## src/logic/mcp_pkg.sv

```systemverilog
/*
 * Shared constants and types of the motor current protection supervisor.
 * Assumes currents are given in percent of rated motor current, delays in
 * ticks of the protection time base.
 */
package mcp_pkg;

	// System clock and protection tick
	localparam int unsigned CLK_HZ = 25_000_000;
	localparam int unsigned TICK_MS = 100;
	localparam int unsigned TICK_CYCLES = CLK_HZ / 1000 * TICK_MS;

	// Widths of levels (percent of rated) and delays (ticks)
	localparam int LVL_W = 16;
	localparam int DLY_W = 16;

	// Current thresholds in percent of rated motor current
	localparam logic [15:0] STARTUP_END_PCT = 16'h0087;
	localparam logic [15:0] PL_RUN_PCT = 16'h0019;
	localparam logic [15:0] PL_LOST_PCT = 16'h000a;

	// Class times in milliseconds and their tick counts
	localparam int unsigned CLASS5_MS = 1500;
	localparam int unsigned CLASS10_MS = 3000;
	localparam int unsigned CLASS20_MS = 6000;
	localparam int unsigned CLASS30_MS = 9000;
	localparam int unsigned CLASS40_MS = 12000;
	localparam logic [15:0] CLASS5_TICKS = 16'(CLASS5_MS / TICK_MS);
	localparam logic [15:0] CLASS10_TICKS = 16'(CLASS10_MS / TICK_MS);
	localparam logic [15:0] CLASS20_TICKS = 16'(CLASS20_MS / TICK_MS);
	localparam logic [15:0] CLASS30_TICKS = 16'(CLASS30_MS / TICK_MS);
	localparam logic [15:0] CLASS40_TICKS = 16'(CLASS40_MS / TICK_MS);

	// Delay qualifier channels
	localparam int CH_BR = 0;
	localparam int CH_HCW = 1;
	localparam int CH_HCT = 2;
	localparam int CH_LCW = 3;
	localparam int CH_LCT = 4;
	localparam int CH_PL = 5;
	localparam int NUM_CH = 6;

	typedef enum logic [2:0] {
		CLASS_5, CLASS_10, CLASS_20, CLASS_30, CLASS_40
	} mcp_class_t;

	typedef enum logic [1:0] {
		ST_IDLE, ST_STARTUP, ST_RUN, ST_TRIP
	} mcp_state_t;

	// Class time in ticks; unused codes fall back to the longest class
	function automatic logic [15:0] class_ticks(input logic [2:0] c);
		unique case (c)
			3'h0: class_ticks = CLASS5_TICKS;
			3'h1: class_ticks = CLASS10_TICKS;
			3'h2: class_ticks = CLASS20_TICKS;
			3'h3: class_ticks = CLASS30_TICKS;
			default: class_ticks = CLASS40_TICKS;
		endcase
	endfunction : class_ticks

endpackage : mcp_pkg

```

## src/logic/mcp_qual_if.sv

```systemverilog
/*
 * Link between the supervisor and one delay qualifier.
 * Assumes both ends run on the same clock.
 */
`timescale 1ns/1ps
interface mcp_qual_if;
	logic cond;
	logic [15:0] limit;
	logic hit;
	modport ctl (output cond, output limit, input hit);
	modport qual (input cond, input limit, output hit);
endinterface : mcp_qual_if

```

## src/logic/mcp_qualifier.sv

```systemverilog
/*
 * Delay qualifier: hit rises once the condition has held for limit ticks.
 * Assumes a one-cycle tick enable from the supervisor's divider.
 */
`timescale 1ns/1ps
module mcp_qualifier (
	// Clock and reset
	input wire logic clk,
	input wire logic rst_n,
	// Time base
	input wire logic tick,
	// Condition, limit and result
	mcp_qual_if.qual q
);

	logic [15:0] cnt_reg, cnt_next;
	logic hit_reg, hit_next;

	// Count ticks while the condition holds; any lapse restarts from zero
	always_comb begin
		cnt_next = cnt_reg;
		hit_next = 1'b0;
		if (!q.cond) begin
			cnt_next = 16'h0000;
		end else begin
			if (tick && cnt_reg < q.limit) begin
				cnt_next = cnt_reg + 16'h0001;
			end
			hit_next = (cnt_next >= q.limit);
		end
	end

	always_ff @(posedge clk or negedge rst_n) begin
		if (!rst_n) begin
			cnt_reg <= 16'h0000;
			hit_reg <= 1'b0;
		end else begin
			cnt_reg <= cnt_next;
			hit_reg <= hit_next;
		end
	end

	assign q.hit = hit_reg;
endmodule : mcp_qualifier

```

## src/logic/mcp_supervisor.sv

```systemverilog
/*
 * Motor current protection supervisor: start-up tracking, blocked rotor,
 * high and low current, phase loss and restart inhibit.
 * Assumes currents and settings come from logic on clk, in percent of
 * rated motor current, and that start, stop and reset are pulses on clk.
 */
// Behaviour
// - Blocked rotor trip when current exceeds its level for its delay
// - Blocked rotor gives a trip only; level and delay are settable
// - Blocked rotor check runs only during start-up
// - Start-up ends at 135 % current or when the class time runs out
// - Class time counting begins with the start command
// - After start-up a blocked rotor is caught by high current
// - High current warning after current stays above level for delay
// - High current trip after current stays above trip level for delay
// - Short high excursion does not trip; timing restarts next time
// - High current trip stops the motor
// - Low current warning after current stays below level for delay
// - Low current trip after current stays below trip level for delay
// - Short low dip that recovers does not trip
// - Persisting low current trips and stops the motor
// - Phase loss trips after the class time while running
// - Phase loss flags the thermal model for accelerated tripping
// - Restart-level mode blocks restart until thermal load drops
`timescale 1ns/1ps
module mcp_supervisor #(
	parameter int unsigned TICK_CYCLES = mcp_pkg::TICK_CYCLES
) (
	// Clock and reset
	input wire logic clk,
	input wire logic rst_n,
	// Commands
	input wire logic start_cmd,
	input wire logic stop_cmd,
	input wire logic fault_reset,
	// Phase currents, percent of rated_motor_current
	input wire logic [15:0] cur_l1,
	input wire logic [15:0] cur_l2,
	input wire logic [15:0] cur_l3,
	// Settings
	input wire logic [2:0] trip_class,
	input wire logic blocked_rotor_en,
	input wire logic [15:0] blocked_rotor_level,
	input wire logic [15:0] blocked_rotor_delay,
	input wire logic hc_en,
	input wire logic [15:0] hc_warn_level,
	input wire logic [15:0] hc_warn_delay,
	input wire logic [15:0] hc_trip_level,
	input wire logic [15:0] hc_trip_delay,
	input wire logic lc_en,
	input wire logic [15:0] lc_warn_level,
	input wire logic [15:0] lc_warn_delay,
	input wire logic [15:0] lc_trip_level,
	input wire logic [15:0] lc_trip_delay,
	input wire logic pl_en,
	// Thermal model link
	input wire logic ovl_trip,
	input wire logic restart_level_mode,
	input wire logic [7:0] thermal_load,
	input wire logic [7:0] restart_level,
	input wire logic cool_time_done,
	// Status and contactor
	output logic motor_run,
	output logic startup_active,
	output logic blocked_rotor_trip,
	output logic hc_warn,
	output logic hc_trip,
	output logic lc_warn,
	output logic lc_trip,
	output logic pl_trip,
	output logic pl_accel,
	output logic start_inhibit
);

	localparam logic [21:0] DIV_LAST = 22'(TICK_CYCLES - 1);

	mcp_pkg::mcp_state_t state_reg, state_next;
	logic [21:0] div_reg, div_next;
	logic tick_reg, tick_next;
	logic [15:0] cls_reg, cls_next;
	logic [15:0] cur_max, cur_min;
	logic [mcp_pkg::NUM_CH-1:0] cond, hit;
	logic [15:0] lim [mcp_pkg::NUM_CH];
	logic run_like, trip_now, startup_done;
	logic br_reg, br_next, hct_reg, hct_next, lct_reg, lct_next;
	logic pl_reg, pl_next, hcw_reg, lcw_reg, acc_reg;
	logic lock_reg, lock_next, inh_reg, inh_next, run_reg, su_reg;

	function automatic logic [15:0] max2(input logic [15:0] a, b);
		max2 = (a > b) ? a : b;
	endfunction : max2

	function automatic logic [15:0] min2(input logic [15:0] a, b);
		min2 = (a < b) ? a : b;
	endfunction : min2

	// Motor current is the highest phase; the lowest reveals a lost phase
	assign cur_max = max2(max2(cur_l1, cur_l2), cur_l3);
	assign cur_min = min2(min2(cur_l1, cur_l2), cur_l3);

	// Tick divider: every delay shares this one time base
	always_comb begin
		tick_next = (div_reg == DIV_LAST);
		div_next = tick_next ? 22'h000000 : div_reg + 22'h000001;
	end

	always_ff @(posedge clk or negedge rst_n) begin
		if (!rst_n) begin
			div_reg <= 22'h000000;
			tick_reg <= 1'b0;
		end else begin
			div_reg <= div_next;
			tick_reg <= tick_next;
		end
	end

	// Qualifier conditions, each gated by the phase it belongs to
	assign run_like = (state_reg == mcp_pkg::ST_STARTUP) ||
		(state_reg == mcp_pkg::ST_RUN);
	always_comb begin
		cond[mcp_pkg::CH_BR] = (state_reg == mcp_pkg::ST_STARTUP) &&
			blocked_rotor_en && cur_max > blocked_rotor_level;
		cond[mcp_pkg::CH_HCW] = (state_reg == mcp_pkg::ST_RUN) && hc_en &&
			cur_max > hc_warn_level;
		cond[mcp_pkg::CH_HCT] = (state_reg == mcp_pkg::ST_RUN) && hc_en &&
			cur_max > hc_trip_level;
		cond[mcp_pkg::CH_LCW] = (state_reg == mcp_pkg::ST_RUN) && lc_en &&
			cur_max < lc_warn_level;
		cond[mcp_pkg::CH_LCT] = (state_reg == mcp_pkg::ST_RUN) && lc_en &&
			cur_max < lc_trip_level;
		cond[mcp_pkg::CH_PL] = run_like && pl_en &&
			cur_max > mcp_pkg::PL_RUN_PCT &&
			cur_min < mcp_pkg::PL_LOST_PCT;
		lim[mcp_pkg::CH_BR] = blocked_rotor_delay;
		lim[mcp_pkg::CH_HCW] = hc_warn_delay;
		lim[mcp_pkg::CH_HCT] = hc_trip_delay;
		lim[mcp_pkg::CH_LCW] = lc_warn_delay;
		lim[mcp_pkg::CH_LCT] = lc_trip_delay;
		lim[mcp_pkg::CH_PL] = mcp_pkg::class_ticks(trip_class);
	end

	// One delay qualifier per protection channel
	mcp_qual_if qi [mcp_pkg::NUM_CH] ();
	generate
		for (genvar i = 0; i < mcp_pkg::NUM_CH; i++) begin : g_ch
			assign qi[i].cond = cond[i];
			assign qi[i].limit = lim[i];
			assign hit[i] = qi[i].hit;
			mcp_qualifier u_qual (
				.clk(clk),
				.rst_n(rst_n),
				.tick(tick_reg),
				.q(qi[i])
			);
		end
	endgenerate

	// Trip latches: a new trip wins over a fault reset in the same cycle
	always_comb begin
		br_next = hit[mcp_pkg::CH_BR] || (br_reg && !fault_reset);
		hct_next = hit[mcp_pkg::CH_HCT] || (hct_reg && !fault_reset);
		lct_next = hit[mcp_pkg::CH_LCT] || (lct_reg && !fault_reset);
		pl_next = hit[mcp_pkg::CH_PL] || (pl_reg && !fault_reset);
		trip_now = hit[mcp_pkg::CH_BR] || hit[mcp_pkg::CH_HCT] ||
			hit[mcp_pkg::CH_LCT] || hit[mcp_pkg::CH_PL] || ovl_trip;
	end

	// Start-up ends on current drop or when the class time has run out
	assign startup_done = cur_max <= mcp_pkg::STARTUP_END_PCT ||
		cls_reg >= mcp_pkg::class_ticks(trip_class);

	// Motor state machine and class time counter
	always_comb begin
		state_next = state_reg;
		cls_next = cls_reg;
		if (state_reg == mcp_pkg::ST_STARTUP && tick_reg &&
			cls_reg != 16'hffff) begin
			cls_next = cls_reg + 16'h0001;
		end
		unique case (state_reg)
			mcp_pkg::ST_IDLE: begin
				if (start_cmd && !inh_reg) begin
					state_next = mcp_pkg::ST_STARTUP;
					cls_next = 16'h0000;
				end
			end
			mcp_pkg::ST_STARTUP: begin
				if (trip_now) begin
					state_next = mcp_pkg::ST_TRIP;
				end else if (stop_cmd) begin
					state_next = mcp_pkg::ST_IDLE;
				end else if (startup_done) begin
					state_next = mcp_pkg::ST_RUN;
				end
			end
			mcp_pkg::ST_RUN: begin
				if (trip_now) begin
					state_next = mcp_pkg::ST_TRIP;
				end else if (stop_cmd) begin
					state_next = mcp_pkg::ST_IDLE;
				end
			end
			mcp_pkg::ST_TRIP: begin
				if (fault_reset && !trip_now) begin
					state_next = mcp_pkg::ST_IDLE;
				end
			end
		endcase
	end

	// Restart lock after an overload trip; a new trip wins over release
	always_comb begin
		lock_next = lock_reg;
		if (restart_level_mode ? thermal_load <= restart_level
			: cool_time_done) begin
			lock_next = 1'b0;
		end
		if (ovl_trip) begin
			lock_next = 1'b1;
		end
		inh_next = lock_next;
	end

	always_ff @(posedge clk or negedge rst_n) begin
		if (!rst_n) begin
			state_reg <= mcp_pkg::ST_IDLE;
			cls_reg <= 16'h0000;
			br_reg <= 1'b0;
			hct_reg <= 1'b0;
			lct_reg <= 1'b0;
			pl_reg <= 1'b0;
			hcw_reg <= 1'b0;
			lcw_reg <= 1'b0;
			acc_reg <= 1'b0;
			lock_reg <= 1'b0;
			inh_reg <= 1'b0;
			run_reg <= 1'b0;
			su_reg <= 1'b0;
		end else begin
			state_reg <= state_next;
			cls_reg <= cls_next;
			br_reg <= br_next;
			hct_reg <= hct_next;
			lct_reg <= lct_next;
			pl_reg <= pl_next;
			hcw_reg <= hit[mcp_pkg::CH_HCW];
			lcw_reg <= hit[mcp_pkg::CH_LCW];
			acc_reg <= cond[mcp_pkg::CH_PL];
			lock_reg <= lock_next;
			inh_reg <= inh_next;
			run_reg <= state_next == mcp_pkg::ST_STARTUP ||
				state_next == mcp_pkg::ST_RUN;
			su_reg <= state_next == mcp_pkg::ST_STARTUP;
		end
	end

	// All outputs straight from flip-flops
	assign motor_run = run_reg;
	assign startup_active = su_reg;
	assign blocked_rotor_trip = br_reg;
	assign hc_warn = hcw_reg;
	assign hc_trip = hct_reg;
	assign lc_warn = lcw_reg;
	assign lc_trip = lct_reg;
	assign pl_trip = pl_reg;
	assign pl_accel = acc_reg;
	assign start_inhibit = inh_reg;
endmodule : mcp_supervisor

```

## config.mk

```make
export PLATFORM = sky130hd
export DESIGN_NAME = mcp_supervisor
export DESIGN_NICKNAME = d
export VERILOG_FILES = /design/src/logic/mcp_pkg.sv /design/src/logic/mcp_qual_if.sv /design/src/logic/mcp_qualifier.sv /design/src/logic/mcp_supervisor.sv
export SDC_FILE = /design/constraint.sdc
export NUM_CORES = 1
export LEC_CHECK = 0
export BUFFER_PORTS_ARGS = -buffer_cell sky130_fd_sc_hd__clkbuf_2
export CORE_MARGIN = 3
export CORE_UTILIZATION = 54
export DETAILED_ROUTE_END_ITERATION = 8
export GPL_TIMING_DRIVEN = 0
export PLACE_DENSITY = 0.83
export SYNTH_ARGS = -nofsm -noshare
export SYNTH_HDL_FRONTEND = slang
export SYNTH_SLANG_ARGS = --single-unit
export TNS_END_PERCENT = 10
```

## constraint.sdc

```tcl
create_clock -name clk -period 4.15 [get_ports clk]
set_input_delay 0.415 -clock clk [delete_from_list [all_inputs] [get_ports clk]]
set_output_delay 0.415 -clock clk [all_outputs]
set_load 0.01 [all_outputs]
```

==> out/results.txt <==
Core Area -> 29,100 µm²
Static Leak -> 10.6 nW
Fillers -> 2,252
highest-count cells in the layout ignoring fill and taps -> ha_1, clkbuf_2, inv_1
asr flop ratio synth -> 1.00
total gr overflow -> 0
internal power -> 3.38 mW
area grow syn2layout -> 22.9%
Final Skew -> 14.4 ps
met3 GRT Util -> 0.0349
DPL Wire Length -> 36,800 µm
CP delay by family, top -> compound AO/OA/AOI/OAI gates
CTS tree -> done
Syn Std Cell Area -> 16,200 µm²
cells after synthesis -> 1,897
arrival time worst endpoint -> 6260 ps
sequential share of power -> 0.298
drt via density -> 6.03
fin crit share -> 1.43
PwrDens -> 269 nW/µm²
WL final -> 47,200 µm
VDD IR max -> 254 µV
max-slew violations -> 0
met2 Resource Use GR -> 0.488
Fin Hold WS -> -13.5 ps
Comb pwr share -> 0.417
synth warn -> 0
footprint of the multi-input gates -> 12,100 µm²
flops & latches, synth -> 153
Clock Path Buffers -> 2
I/O pin cnt -> 249
post-route ant nets -> 0
CTS Buf Count -> 17
gpl congestion -> 0.957
Critical Path RT -> 4460 ps
WL per Instance -> 18.0 µm
vias in the first global route -> 15,600
IO Port Bufs -> 248
Avg Inst Size Synth -> 8.52 µm²
Initial Util -> 0.556
endpoints failing hold -> 3
drt pass-1 iters -> 6
status -> complete, but fails checks
Crit path top cell by count -> o21ai_4
# setup viols final -> 107
FP Rows -> 62
max cap viols -> 0
CP Buf/Inv Count -> 11
clk slew on worst S/H paths -> 70 ps
met1 usage -> 0.363
Final nets -> 2,771
final instance area -> 19,900 µm²
Post-DP Area -> 18,100 µm²
post-detailed-route DRC marker count -> 0
share of cells above drive strength 1 -> 0.235
die height -> 179 µm
Vias -> 15,800
clock latency on the worst-skew pair -> 430 ps
switching share of power -> 0.367
largest net degree at the start of global routing -> 80
global route hottest layer -> met2
NetSw -> 1.96 mW
clk root buf -> clkbuf_16
critical path type -> input port to flip-flop
Worst setup SP type -> input port
fin worst setup slack -> -1800 ps
Sequential Area -> 3830 µm²
library cells used by synthesis -> 91
clock power share -> 0.285
max incr delay on CP -> 400 ps
worst slew pin tran -> 955 ps
Synth Flop Type -> dfrtp_1
leading cell type in the layout, fill and taps excluded -> ha_1
initial antenna violation count -> 4
Worst Hold Class -> input port to asynchronous set/reset pin
CP max stage cell -> o311a_1
initial DRC count -> 1,281
fin crit period -> 5950 ps
clk sinks -> 153
Die Area -> 32,000 µm²
Mapped Nets -> 2,450
setup repair after global routing missed its margin -> yes
first-pass GRT wire length -> 74,500 µm
Slew headroom -> 0.347
f_max -> 0.168 GHz
crit-path max FO -> 6
failing checks -> negative hold slack, negative setup slack
sequential area share after synthesis -> 0.237
chip width -> 179 µm
total track usage -> 0.286
CP Capture Type -> flip-flop
max reg flops -> 96
number of synthesized flops with an enable pin -> 0
H-tree levels -> 4
Util after Layout -> 0.683
==> Yosys cell counts, types with 7 or more instances <==
cell type | n | area, µm²
a211oi_1 | 28 | 210
a21oi_1 | 88 | 440
o2111ai_1 | 15 | 131
nor2b_1 | 27 | 169
o31ai_1 | 16 | 120
o21ai_0 | 99 | 495
nor3_1 | 33 | 165
ha_1 | 314 | 3930
buf_2 | 8 | 40.0
or4_1 | 13 | 97.6
nor3b_2 | 12 | 150
mux2_2 | 7 | 78.8
a31oi_1 | 8 | 50.1
nor4b_1 | 7 | 61.3
or3_1 | 21 | 131
nand3_1 | 59 | 295
dfrtp_1 | 153 | 3830
and3_1 | 29 | 181
o21a_1 | 16 | 120
nor3b_1 | 22 | 165
xnor2_1 | 41 | 359
xor2_1 | 40 | 350
nor2_2 | 9 | 56.3
o211ai_1 | 17 | 128
a2111oi_0 | 7 | 61.3
a21o_1 | 77 | 578
and2_1 | 10 | 62.6
and4_1 | 9 | 78.8
inv_1 | 225 | 845
nand4_1 | 57 | 357
nand2_1 | 166 | 623
a21oi_2 | 14 | 123
clkbuf_1 | 16 | 60.1
nor4_1 | 20 | 125
nand2b_1 | 19 | 119
o21ai_1 | 7 | 35.0
nor2_1 | 90 | 338
a211o_1 | 7 | 61.3
==> layer usage <==
| metal | up-vias | routed length, µm |
|---|---|---|
| li1 | 7554 | - |
| met1 | 7525 | 20000 |
| met2 | 557 | 22600 |
| met3 | 148 | 2530 |
| met4 | 0 | 2070 |
| met5 | - | 0 |
==> per-stage QoR <==
| stage | setup TNS (ps) | total power [mW] | instances | setup slack [ps] |
|---|---|---|---|---|
| after floorplan | -142030 | 2.79 | 1897 | -1770 |
| after global placement | -277540 | 3.31 | 2529 | -3090 |
| after detailed placement | -273500 | 3.38 | 2530 | -3220 |
| after CTS | -124830 | 5.19 | 2603 | -1570 |
| after global routing | -164990 | 5.62 | 2618 | -1950 |
| final | -146640 | 5.34 | 2618 | -1800 |
==> area by class of cell <==
class / count / share of cell area
multi-input cells: 1487 / 0.607
plain buffers: 29 / 0.0146
clock buffers: 21 / 0.0222
repair buffers: 304 / 0.0895
well taps: 384 / 0.0242
inverters: 226 / 0.0431
diodes: 4 / 0.000504
flip-flops and latches: 153 / 0.193
clock inverters: 10 / 0.00617
==> path summary, 6_finish.rpt <==
| kind | start | endpoint | slack, ps | cells past startpoint |
|---|---|---|---|---|
| min in group clk | ovl_trip | start_inhibit | 200 | 2 |
| worst min-delay path | rst_n | g_ch[4].u_qual.cnt_reg[6] | -10 | 1 |
| worst max register to register | g_ch[3].u_qual.cnt_reg[9] | g_ch[3].u_qual.q.hit | -550 | 15 |
| worst min register to register | g_ch[3].u_qual.q.hit | lc_warn | 350 | 0 |
| max in group asynchronous | rst_n | g_ch[0].u_qual.cnt_reg[15] | 3330 | 2 |
| worst max-delay path | cur_l2[7] | g_ch[1].u_qual.cnt_reg[4] | -1800 | 34 |
==> worst register-to-register path: stages, from the launching register on <==
cell,delay (ps)
dfrtp_1,440
ha_1,310
a21o_1,180
a21o_1,170
a21oi_1,180
nor2_1,100
a2111oi_4,540
nand4_1,400
or3_1,490
nand2_1,90
ha_1,230
and3_1,210
a2111oi_0,610
o211ai_1,240
a221oi_1,340
nor2_1,70
==> power groups by stage <==
stage                     combinational [mW]  sequential [mW]  clock, mW
after global routing                    2.41             1.60       1.61
after detailed placement                1.77             1.62          0
final                                   2.23             1.59       1.52
after floorplan                         1.18             1.61          0
after CTS                               2.06             1.59       1.55
after global placement                  1.69             1.62          0
==> timing repair <==
| action | 4_1_cts | 5_1_grt |
|---|---|---|
| gates resized for setup | 107 | 74 |
| setup endpoints to repair | 107 | 107 |
| pin swaps | 41 | 50 |
| cloned | 3 | 0 |
| hold buffers | 0 | 0 |
| buffers inserted | 39 | 14 |
==> cell families after synthesis <==
kind of cell / count (synthesis) / share of synthesized area
adders and majority gates: 315 / 0.244
muxes: 11 / 0.00759
AOI/OAI and AO/OA: 459 / 0.197
DFF: 153 / 0.237
and+or+nand+nor: 621 / 0.208
buffers and inverters: 257 / 0.0629
xor gates and xnor gates: 81 / 0.0439
Note: power is estimated with default switching activity, not from simulation.
